$ cat src/serial_pkg.sv
package serial_pkg;

  // Bit timing: sixteen receive samples per bit, vote on the middle three
  localparam logic [3:0] DIV_LAST       = 4'hf;
  localparam logic [3:0] VOTE_FIRST     = 4'h7;
  localparam logic [3:0] VOTE_LAST      = 4'h9;

  // Bits shifted out after the start bit: 8 data + stop, or 8 data + ninth + stop
  localparam logic [3:0] TX_BITS_MODE1  = 4'h9;
  localparam logic [3:0] TX_BITS_MODE2  = 4'ha;
  localparam logic [2:0] RX_DATA_LAST   = 3'h7;

  // Oscillator prescale for timer 1: divide by 12, or by 4 in fast mode
  localparam logic [3:0] T1_PRE_SLOW    = 4'hb;
  localparam logic [3:0] T1_PRE_FAST    = 4'h3;

  // Mode 2 oversample tick: osc/64 baud needs a tick every 4 clocks, osc/32 every 2
  localparam logic [1:0] M2_TICK_SLOW   = 2'h3;
  localparam logic [1:0] M2_TICK_FAST   = 2'h1;

  // Mode 1 transmit-done delay after the stop bit ends, in clock cycles
  localparam logic [1:0] TX_DONE_DELAY  = 2'h2;

  // Values after reset
  localparam logic [7:0]  TIMER1_RESET  = 8'h00;
  localparam logic [15:0] TIMER2_RESET  = 16'h0000;
  localparam logic [7:0]  BUFFER_RESET  = 8'h00;

  typedef enum {RX_IDLE, RX_START, RX_DATA, RX_NINTH, RX_STOP} rx_state_t;
  typedef enum {TX_IDLE, TX_WAIT, TX_SEND} tx_state_t;

endpackage

$ cat src/tick_if.sv
`timescale 1ns/100ps
interface tick_if;
  logic tx_tick;
  logic rx_tick;
  modport gen  (output tx_tick, output rx_tick);
  modport user (input tx_tick, input rx_tick);
endinterface // tick_if

$ cat src/serial_port.sv
`timescale 1ns/100ps
// What this block does
// Mode 1 frame: start, eight data bits LSB first, stop; ten bits.
// Mode 1 accepted frame puts the stop bit into ninth_rx_bit.
// Buffer write starts sending after the next divide-by-16 rollover.
// Mode 1 sets tx_done_flag two clocks after the stop bit ends.
// Mode 2 sets tx_done_flag as the stop bit is driven.
// With rx_enable, reception starts on a start-bit falling edge.
// Receive pin sampled sixteen times per bit at any baud rate.
// Start edge resets the receive divide-by-16 counter to align bits.
// Each bit is a majority of three mid-bit samples.
// Accept at mid stop only if flag clear and qualifier allows.
// After mid stop the receiver returns to idle watching for start.
// Timer 1 baud is overflow over 32, or 16 with baud doubling.
// Port 0 may use timer 1 or 2; port 1 only timer 1.
// Timer 1 auto-reload counts at osc/12 or osc/4, overflow per 256-reload.
// Timer 2 select bits give osc / (32 * (65536 - reload)) per direction.
// Timer 2 in baud use sets no flag and ignores external reload.
// Mode 2 frame adds ninth bit from ninth_tx_bit; eleven bits.
// Mode 2 reception stores ninth bit, ignores the stop bit.
// Mode 2 baud is osc/64, or osc/32 with doubling.
// Multiprocessor mode raises rx_done_flag only when ninth bit is one.
// Done flags stay set until software clears them.
// Remote station sends matching format and baud, idling high.
// Transmit pin idles high; start bit low, stop bit high.
module serial_port
  import serial_pkg::*;
(
  // Clock and reset
  input  wire logic        clock,
  input  wire logic        reset,
  // Serial pins
  input  wire logic        rxd,
  output logic             txd,
  // Mode and baud configuration
  input  wire logic        mode2,
  input  wire logic        port_id,
  input  wire logic        port0_baud_double,
  input  wire logic        port1_baud_double,
  input  wire logic        timer1_fast_clock,
  input  wire logic [7:0]  timer1_reload,
  input  wire logic        timer2_tx_baud_sel,
  input  wire logic        timer2_rx_baud_sel,
  input  wire logic [15:0] timer2_reload_value,
  input  wire logic        timer2_ext_pin,
  // Receive control
  input  wire logic        rx_enable,
  input  wire logic        multiproc_enable,
  // Software access
  input  wire logic        serial_buffer_write,
  input  wire logic [7:0]  serial_buffer_wdata,
  input  wire logic        ninth_tx_bit,
  input  wire logic        tx_done_clear,
  input  wire logic        rx_done_clear,
  input  wire logic        timer2_flag_clear,
  // Status
  output logic [7:0]       serial_buffer,
  output logic             ninth_rx_bit,
  output logic             tx_done_flag,
  output logic             rx_done_flag,
  output logic             tx_busy,
  output logic             timer2_overflow_flag
);

  tick_if    ticks ();
  tx_state_t tx_state;
  rx_state_t rx_state;
  logic [3:0] tx_div;
  logic [9:0] tx_shift;
  logic [3:0] tx_left;
  logic [1:0] tx_delay;
  logic [7:0] rx_shift;
  logic [2:0] rx_count;
  logic       rx_ninth;
  logic       line_fall, bit_ready, bit_value;
  logic       baud_double, t2_tx, t2_rx;
  logic       tx_roll, tx_done_set, rx_restart, rx_qual, rx_accept, stop_mid;

  // Port 1 has no timer 2 path and its own doubling bit
  assign baud_double = port_id ? port1_baud_double : port0_baud_double;
  assign t2_tx       = timer2_tx_baud_sel && !port_id;
  assign t2_rx       = timer2_rx_baud_sel && !port_id;

  baud_gen u_baud (
    .clock                (clock),
    .reset                (reset),
    .mode2                (mode2),
    .baud_double          (baud_double),
    .timer1_fast_clock    (timer1_fast_clock),
    .timer1_reload        (timer1_reload),
    .t2_tx_sel            (t2_tx),
    .t2_rx_sel            (t2_rx),
    .timer2_reload_value  (timer2_reload_value),
    .timer2_ext_pin       (timer2_ext_pin),
    .timer2_flag_clear    (timer2_flag_clear),
    .timer2_overflow_flag (timer2_overflow_flag),
    .ticks                (ticks.gen)
  );

  rx_sampler u_sampler (
    .clock     (clock),
    .reset     (reset),
    .rxd       (rxd),
    .rx_tick   (ticks.rx_tick),
    .restart   (rx_restart),
    .line_fall (line_fall),
    .bit_ready (bit_ready),
    .bit_value (bit_value)
  );

  // ---- Transmitter ----

  // Free-running transmit bit clock; its rollover paces every bit edge
  assign tx_roll = ticks.tx_tick && (tx_div == DIV_LAST);

  always_ff @(posedge clock) begin
    if (reset) begin
      tx_div <= 4'h0;
    end else if (ticks.tx_tick) begin
      tx_div <= tx_div + 4'h1;
    end
  end

  // Frame sequencer; a write while busy is dropped, software waits for the flag
  always_ff @(posedge clock) begin
    if (reset) begin
      tx_state <= TX_IDLE;
      tx_shift <= 10'h3ff;
      tx_left  <= 4'h0;
      txd      <= 1'b1;
      tx_busy  <= 1'b0;
    end else begin
      case (tx_state)
        TX_IDLE: begin
          txd <= 1'b1;
          if (serial_buffer_write) begin
            tx_shift <= {1'b1, mode2 ? ninth_tx_bit : 1'b1, serial_buffer_wdata};
            tx_left  <= mode2 ? TX_BITS_MODE2 : TX_BITS_MODE1;
            tx_state <= TX_WAIT;
            tx_busy  <= 1'b1;
          end
        end
        TX_WAIT: begin
          if (tx_roll) begin
            txd      <= 1'b0;
            tx_state <= TX_SEND;
          end
        end
        TX_SEND: begin
          if (tx_roll) begin
            if (tx_left == 4'h0) begin
              txd      <= 1'b1;
              tx_state <= TX_IDLE;
              tx_busy  <= 1'b0;
            end else begin
              txd      <= tx_shift[0];
              tx_shift <= {1'b1, tx_shift[9:1]};
              tx_left  <= tx_left - 4'h1;
            end
          end
        end
        default: begin
          tx_state <= TX_IDLE;
        end
      endcase
    end
  end

  // Mode 1 done flag waits two clocks past the end of the stop bit
  always_ff @(posedge clock) begin
    if (reset) begin
      tx_delay <= 2'h0;
    end else if (tx_state == TX_SEND && tx_roll && tx_left == 4'h0 && !mode2) begin
      tx_delay <= TX_DONE_DELAY;
    end else if (tx_delay != 2'h0) begin
      tx_delay <= tx_delay - 2'h1;
    end
  end

  assign tx_done_set = (tx_delay == 2'h1)
                       || (tx_state == TX_SEND && tx_roll && tx_left == 4'h1 && mode2);

  // Sticky done flag; a set in the clearing cycle wins
  always_ff @(posedge clock) begin
    if (reset) begin
      tx_done_flag <= 1'b0;
    end else begin
      tx_done_flag <= tx_done_set || (tx_done_flag && !tx_done_clear);
    end
  end

  // ---- Receiver ----

  assign rx_restart = (rx_state == RX_IDLE) && rx_enable && line_fall;
  assign stop_mid   = (rx_state == RX_STOP) && bit_ready;
  assign rx_qual    = mode2 ? rx_ninth : bit_value;
  assign rx_accept  = stop_mid && !rx_done_flag && (!multiproc_enable || rx_qual);

  // Receive sequencer; a high start bit is treated as noise and dropped
  always_ff @(posedge clock) begin
    if (reset) begin
      rx_state <= RX_IDLE;
      rx_shift <= BUFFER_RESET;
      rx_count <= 3'h0;
      rx_ninth <= 1'b0;
    end else if (!rx_enable && rx_state != RX_IDLE) begin
      rx_state <= RX_IDLE;
    end else begin
      case (rx_state)
        RX_IDLE: begin
          if (rx_restart) begin
            rx_state <= RX_START;
          end
        end
        RX_START: begin
          if (bit_ready) begin
            rx_count <= 3'h0;
            rx_state <= bit_value ? RX_IDLE : RX_DATA;
          end
        end
        RX_DATA: begin
          if (bit_ready) begin
            rx_shift <= {bit_value, rx_shift[7:1]};
            rx_count <= rx_count + 3'h1;
            if (rx_count == RX_DATA_LAST) begin
              rx_state <= mode2 ? RX_NINTH : RX_STOP;
            end
          end
        end
        RX_NINTH: begin
          if (bit_ready) begin
            rx_ninth <= bit_value;
            rx_state <= RX_STOP;
          end
        end
        RX_STOP: begin
          if (bit_ready) begin
            rx_state <= RX_IDLE;
          end
        end
        default: begin
          rx_state <= RX_IDLE;
        end
      endcase
    end
  end

  // Accepted frame lands in the buffer; a rejected one leaves all untouched
  always_ff @(posedge clock) begin
    if (reset) begin
      serial_buffer <= BUFFER_RESET;
      ninth_rx_bit  <= 1'b0;
    end else if (rx_accept) begin
      serial_buffer <= rx_shift;
      ninth_rx_bit  <= mode2 ? rx_ninth : bit_value;
    end
  end

  // Sticky receive flag; a set in the clearing cycle wins
  always_ff @(posedge clock) begin
    if (reset) begin
      rx_done_flag <= 1'b0;
    end else begin
      rx_done_flag <= rx_accept || (rx_done_flag && !rx_done_clear);
    end
  end
endmodule // serial_port

$ cat src/baud_gen.sv
`timescale 1ns/100ps
module baud_gen
  import serial_pkg::*;
(
  // Clock and reset
  input  wire logic        clock,
  input  wire logic        reset,
  // Configuration
  input  wire logic        mode2,
  input  wire logic        baud_double,
  input  wire logic        timer1_fast_clock,
  input  wire logic [7:0]  timer1_reload,
  input  wire logic        t2_tx_sel,
  input  wire logic        t2_rx_sel,
  input  wire logic [15:0] timer2_reload_value,
  input  wire logic        timer2_ext_pin,
  input  wire logic        timer2_flag_clear,
  output logic             timer2_overflow_flag,
  // Oversample ticks
  tick_if.gen              ticks
);

  logic [3:0]  t1_pre;
  logic [7:0]  timer1;
  logic        t1_ovf;
  logic        t1_half;
  logic        t2_pre;
  logic [15:0] timer2;
  logic        t2_ovf;
  logic [1:0]  m2_cnt;
  logic        ext_s1, ext_s2, ext_s3, ext_level;
  logic        t1_inc, t1_tick, m2_tick, ext_fall, t2_baud;

  assign t1_inc   = (t1_pre == (timer1_fast_clock ? T1_PRE_FAST : T1_PRE_SLOW));
  assign t1_tick  = t1_ovf && (baud_double || t1_half);
  assign m2_tick  = (m2_cnt == (baud_double ? M2_TICK_FAST : M2_TICK_SLOW));
  assign ext_fall = ext_level && (ext_s2 == ext_s3) && !ext_s2;
  assign t2_baud  = t2_tx_sel || t2_rx_sel;

  // Timer 1 in 8-bit auto-reload, counting at osc/12 or osc/4
  always_ff @(posedge clock) begin
    if (reset) begin
      t1_pre <= 4'h0;
      timer1 <= TIMER1_RESET;
      t1_ovf <= 1'b0;
    end else begin
      t1_pre <= t1_inc ? 4'h0 : t1_pre + 4'h1;
      t1_ovf <= t1_inc && (timer1 == 8'hff);
      if (t1_inc) begin
        timer1 <= (timer1 == 8'hff) ? timer1_reload : timer1 + 8'h01;
      end
    end
  end

  // Halve the overflow rate unless the baud rate is doubled
  always_ff @(posedge clock) begin
    if (reset) begin
      t1_half <= 1'b0;
    end else if (t1_ovf) begin
      t1_half <= ~t1_half;
    end
  end

  // External reload pin: three stages, a change counts when the last two agree
  always_ff @(posedge clock) begin
    if (reset) begin
      ext_s1    <= 1'b1;
      ext_s2    <= 1'b1;
      ext_s3    <= 1'b1;
      ext_level <= 1'b1;
    end else begin
      ext_s1 <= timer2_ext_pin;
      ext_s2 <= ext_s1;
      ext_s3 <= ext_s2;
      if (ext_s2 == ext_s3) begin
        ext_level <= ext_s2;
      end
    end
  end

  // Timer 2 counts at osc/2 with 16-bit auto-reload
  always_ff @(posedge clock) begin
    if (reset) begin
      t2_pre <= 1'b0;
      timer2 <= TIMER2_RESET;
      t2_ovf <= 1'b0;
    end else begin
      t2_pre <= ~t2_pre;
      t2_ovf <= t2_pre && (timer2 == 16'hffff);
      if (t2_pre && timer2 == 16'hffff) begin
        timer2 <= timer2_reload_value;
      end else if (ext_fall && !t2_baud) begin
        timer2 <= timer2_reload_value;
      end else if (t2_pre) begin
        timer2 <= timer2 + 16'h0001;
      end
    end
  end

  // Overflow flag is silent while timer 2 serves the port; set beats clear
  always_ff @(posedge clock) begin
    if (reset) begin
      timer2_overflow_flag <= 1'b0;
    end else begin
      timer2_overflow_flag <= (t2_ovf && !t2_baud)
                              || (timer2_overflow_flag && !timer2_flag_clear);
    end
  end

  // Fixed mode 2 divider and tick selection per direction
  always_ff @(posedge clock) begin
    if (reset) begin
      m2_cnt        <= 2'h0;
      ticks.tx_tick <= 1'b0;
      ticks.rx_tick <= 1'b0;
    end else begin
      m2_cnt        <= m2_tick ? 2'h0 : m2_cnt + 2'h1;
      ticks.tx_tick <= mode2 ? m2_tick : (t2_tx_sel ? t2_ovf : t1_tick);
      ticks.rx_tick <= mode2 ? m2_tick : (t2_rx_sel ? t2_ovf : t1_tick);
    end
  end
endmodule // baud_gen

$ cat src/rx_sampler.sv
`timescale 1ns/100ps
module rx_sampler
  import serial_pkg::*;
(
  // Clock and reset
  input  wire logic clock,
  input  wire logic reset,
  // Receive pin and timing
  input  wire logic rxd,
  input  wire logic rx_tick,
  input  wire logic restart,
  // Decisions
  output logic      line_fall,
  output logic      bit_ready,
  output logic      bit_value
);

  logic       s1, s2, s3, level;
  logic [3:0] cnt;
  logic [1:0] votes;
  logic       in_window;

  assign in_window = rx_tick && (cnt >= VOTE_FIRST) && (cnt <= VOTE_LAST);

  // Pin synchroniser and filtered level; the first stage feeds only the second
  always_ff @(posedge clock) begin
    if (reset) begin
      s1        <= 1'b1;
      s2        <= 1'b1;
      s3        <= 1'b1;
      level     <= 1'b1;
      line_fall <= 1'b0;
    end else begin
      s1        <= rxd;
      s2        <= s1;
      s3        <= s2;
      if (s2 == s3) begin
        level <= s2;
      end
      line_fall <= level && (s2 == s3) && !s2;
    end
  end

  // Divide-by-16 sample counter, zeroed on the start edge
  always_ff @(posedge clock) begin
    if (reset) begin
      cnt <= 4'h0;
    end else if (restart) begin
      cnt <= 4'h0;
    end else if (rx_tick) begin
      cnt <= cnt + 4'h1;
    end
  end

  // Majority of three mid-bit samples; a single glitch cannot flip the bit
  always_ff @(posedge clock) begin
    if (reset) begin
      votes     <= 2'h0;
      bit_ready <= 1'b0;
      bit_value <= 1'b1;
    end else begin
      bit_ready <= in_window && (cnt == VOTE_LAST);
      if (in_window) begin
        votes <= {votes[0], level};
      end
      if (in_window && cnt == VOTE_LAST) begin
        bit_value <= (votes[1] & votes[0]) | (votes[1] & level) | (votes[0] & level);
      end
    end
  end
endmodule // rx_sampler

$ cat config.mk
export PLATFORM = sky130hd
export DESIGN_NAME = serial_port
export DESIGN_NICKNAME = d
export VERILOG_FILES = /design/src/serial_pkg.sv /design/src/tick_if.sv /design/src/serial_port.sv /design/src/baud_gen.sv /design/src/rx_sampler.sv
export SDC_FILE = /design/constraint.sdc
export NUM_CORES = 1
export LEC_CHECK = 0
export ABC_AREA = 1
export BUFFER_PORTS_ARGS = -buffer_cell sky130_fd_sc_hd__buf_2
export CAP_MARGIN = 10
export CORE_ASPECT_RATIO = 0.9
export CORE_MARGIN = 2
export CORE_UTILIZATION = 30
export CTS_BUF_LIST = sky130_fd_sc_hd__clkbuf_8
export DETAILED_ROUTE_END_ITERATION = 16
export GPL_TIMING_DRIVEN = 0
export PLACE_DENSITY = 0.5
export SETUP_SLACK_MARGIN = 0.05
export SYNTH_ARGS = -nofsm -noshare
export SYNTH_HDL_FRONTEND = slang
export SYNTH_SLANG_ARGS = --single-unit
$ cat constraint.sdc
create_clock -name clock -period 2.05 [get_ports clock]
set_input_delay 0.41 -clock clock [delete_from_list [all_inputs] [get_ports clock]]
set_output_delay 0.41 -clock clock [all_outputs]
set_load 0.02 [all_outputs]
==> run summary <==
For this block, the via count after detailed routing is 4,398. In this run the vertical extent of the chip is 127 um. CTS built an H-tree with a depth of 3.

The worst register-to-register path begins at u_baud.timer1[0]. Wires add up to 11,700 um. The critical path endpoint category is a register.

The commonest cells after synthesis are sky130_fd_sc_hd__nand2_1 (148), sky130_fd_sc_hd__dfxtp_1 (103), sky130_fd_sc_hd__inv_1 (85). The tools report the leftover overflow at the end of global routing as 0. The area share of the largest cell type after synthesis is 0.406, and the row count is 45.

The floorplan die area is 18,000 um2. The number of buffers inserted by hold repair at cts was 0; the final hold violation count was 0. The worst-case headroom to the max-slew limit is 0.594. The number of port buffers is 62, and the multi-input combinational cell area is 2570 um2.

The tools report the largest vdd supply drop as 308 uV. Timing would allow up to 575 MHz. The number of synthesized register bits works out to 103. Compared with the post-synthesis result, the final layout area differs by 15.3%.

Subtracting the final worst setup slack from the clock period gives 1.74 ns. The share of the clock period used by the worst path was 0.849; the required time at the worst-slack endpoint was 2.35 ns. Number of clock buffers inserted by TritonCTS: 9.

The filler cells instantiated in the layout total 1,830. The clock latency on the worst-skew pair came out at 0.38 ns. At the end of the flow, the number of nets in the layout was 842. For this run, design rule violations remaining after detail routing come to 0. The proportion of layout cells with a drive suffix above 1 works out to 0.186. No sink is reached through more buffers than the 2 on the longest clock path. The class of the most critical setup path was reg -> reg. The run finished with clean final reports. 0 antenna diodes ended up in the layout. The tools report the kind of start point of the critical path as a register. The tightest min-delay check is of the in -> reg type. The number of warnings issued by yosys came out at 0.

The critical path starts at u_baud.timer1[0]. The logs give 0 for the remaining antenna violation count after routing and 64 for the count of boundary I/O pins. The start point of the worst min-delay path was timer2_ext_pin. The sequential area share after synthesis is 0.406, and the wire length per cell after detailed routing is 11.7 um.

Setup repair after global routing could not meet its margin everywhere. The average footprint of a synthesized cell came out at 7.19 um2. The starting density of the core is 0.304. The master cell of the clock root buffer was sky130_fd_sc_hd__clkbuf_8. The utilization after layout was 0.351; the pin count of the biggest net entering global routing was 18. Tightest hold margin: 0.205 ns. Static leakage power: 2.67 nW. The initial detailed-routing violation count was 209. TritonCTS built the clock tree. The worst endpoint data arrival time was 2.04 ns. Counting every sink on the clock net gives 103.

The floorplan step set the die width to 141 um. Wire length of the first global-routing pass: 19,700 um. Flip-flop cell with the highest count after synthesis: sky130_fd_sc_hd__dfxtp_1.

The run gives 0 as the initial antenna violation count. The proportion of register bits with asynchronous set or reset after synthesis was 0. The synthesized netlist contains 38 unique library cells.

For this run, the detailed router's first-pass iteration total came to 4. Registers take 2060 um2. In the post-synthesis netlist, the biggest area contributors are sky130_fd_sc_hd__dfxtp_1 (41%), sky130_fd_sc_hd__nand2_1 (11%), sky130_fd_sc_hd__inv_1 (6.3%).

The max-slew violation total from the final report is 0, and the power per cell area is 657 nW/um2. The net count after synthesis was 769. The count of maximum capacitance violations was 0; the cell area after synthesis was 5080 um2. The via-per-instance ratio came out at 4.42.

The post-route clock skew was 0.00975 ns. The logs give 4,017 for the number of global-route vias before repair and 16,700 um2 for the standard cell core area. The final total negative setup slack came out at 0 ns. In this run, synthesis inferred 0 flip-flops with an integrated enable.

The run gives 0.137 as the global routing usage summed across all routing layers. The run gives 707 as the synthesized instance count. Of all cell types, the one taking the most synthesized area is sky130_fd_sc_hd__dfxtp_1. The total of endpoints with negative setup slack in the final report was 0. After legalization and detailed placement, the total HPWL measured 8770 um. Cell with the most instances after synthesis: sky130_fd_sc_hd__nand2_1.

The post-CTS clock slew at the launch and capture registers of the worst setup and hold paths works out to 0.10 ns. Along the worst path, the maximum fanout reaches 6. The number of setup buffers added after CTS was 0. For the pin with the worst max-slew slack, the measured transition is 0.609 ns. The routability-driven placement congestion ratio was 0.785.
## worst max-delay path, stage by stage, from the launching register on
cell and delay, ns:
sky130_fd_sc_hd__dfxtp_1 0.39, sky130_fd_sc_hd__ha_1 0.21, sky130_fd_sc_hd__nand2_1 0.08, sky130_fd_sc_hd__nor3_1 0.23
sky130_fd_sc_hd__nand3_1 0.25, sky130_fd_sc_hd__nor2_2 0.30, sky130_fd_sc_hd__nand2_1 0.12, sky130_fd_sc_hd__o221ai_1 0.08
## layout make-up
cell class	count	area share
timing repair buffer	62	0.0529
clock buffer	9	0.0211
clock inverter	7	0.0126
inverter	92	0.0589
multi-input combinational	493	0.439
buffer	19	0.0188
tap	211	0.0450
sequential	103	0.352
## kinds of logic after synthesis
| logic type | share of synthesized area |
|---|---|
| flip-flops | 0.406 |
| AO/OA/AOI/OAI | 0.142 |
| AND/OR/NAND/NOR | 0.304 |
| XOR/XNOR | 0.0276 |
| buffers and inverters | 0.0896 |
| adder cells (fa/ha/maj) | 0.0315 |
## worst paths after layout
check / endpoint / slack (ns) / depth (start not counted)
min: u_baud.ext_s1 / 0.20 / 2
max: u_baud.timer1[3] / 0.31 / 7
min reg2reg: u_sampler.s2 / 0.42 / 1
max reg2reg: u_baud.timer1[3] / 0.31 / 7
## metal layers
layer / up-vias / share of wire / global-route usage
li1: 2415 / - / -
met1: 1921 / 0.53 / 0.197
met2: 58 / 0.43 / 0.207
met3: 4 / 0.038 / 0.0364
met4: 0 / 0.0051 / 0.0247
met5: - / 0 / 0
## stage by stage
step / cells / power, mW / instance area (um2) / setup slack, ns
after floorplan: 707 / 2.46 / 5080 / 0.576
after global placement: 980 / 2.60 / 5660 / 0.121
after detailed placement: 980 / 2.60 / 5660 / 0.117
after CTS: 996 / 3.93 / 5860 / 0.214
after global routing: 996 / 4.07 / 5860 / 0.0235
final: 996 / 3.85 / 5860 / 0.310
## placed cells by master, fill, tap and decap left out, types with 10 or more instances in the layout
master and n:
sky130_fd_sc_hd__nand2_1 148, sky130_fd_sc_hd__dfxtp_1 103, sky130_fd_sc_hd__inv_1 86, sky130_fd_sc_hd__nor2_1 68, sky130_fd_sc_hd__buf_2 62, sky130_fd_sc_hd__o21ai_0 55, sky130_fd_sc_hd__nand3_1 49, sky130_fd_sc_hd__a21oi_1 42
sky130_fd_sc_hd__nand2_2 16, sky130_fd_sc_hd__o21ai_1 12, sky130_fd_sc_hd__ha_1 12, sky130_fd_sc_hd__or2_2 11, sky130_fd_sc_hd__clkbuf_1 10
## report_power, final
group,switching (mW),internal (mW)
Clock,0.731,0.567
Combinational,0.246,0.166
Sequential,0.0642,2.08
## state kept, by name (all words and copies together), names as in the netlist, 2 cells and up
name,count
rx_count,3
rx_shift,8
rx_state,3
serial_buffer,8
tx_delay,2
tx_div,4
tx_left,4
tx_shift,9
tx_state,2
u_baud.m2_cnt,2
u_baud.t1_pre,4
u_baud.timer1,8
u_baud.timer2,16
u_sampler.cnt,4
u_sampler.votes,2
## repair_timing
| item | 4_1_cts | 5_1_grt |
|---|---|---|
| resized for setup | 0 | 2 |
| endpoints found under the hold margin | 0 | 0 |
| setup endpoints to repair | 0 | 3 |
Power figures use the tool's default switching activity.
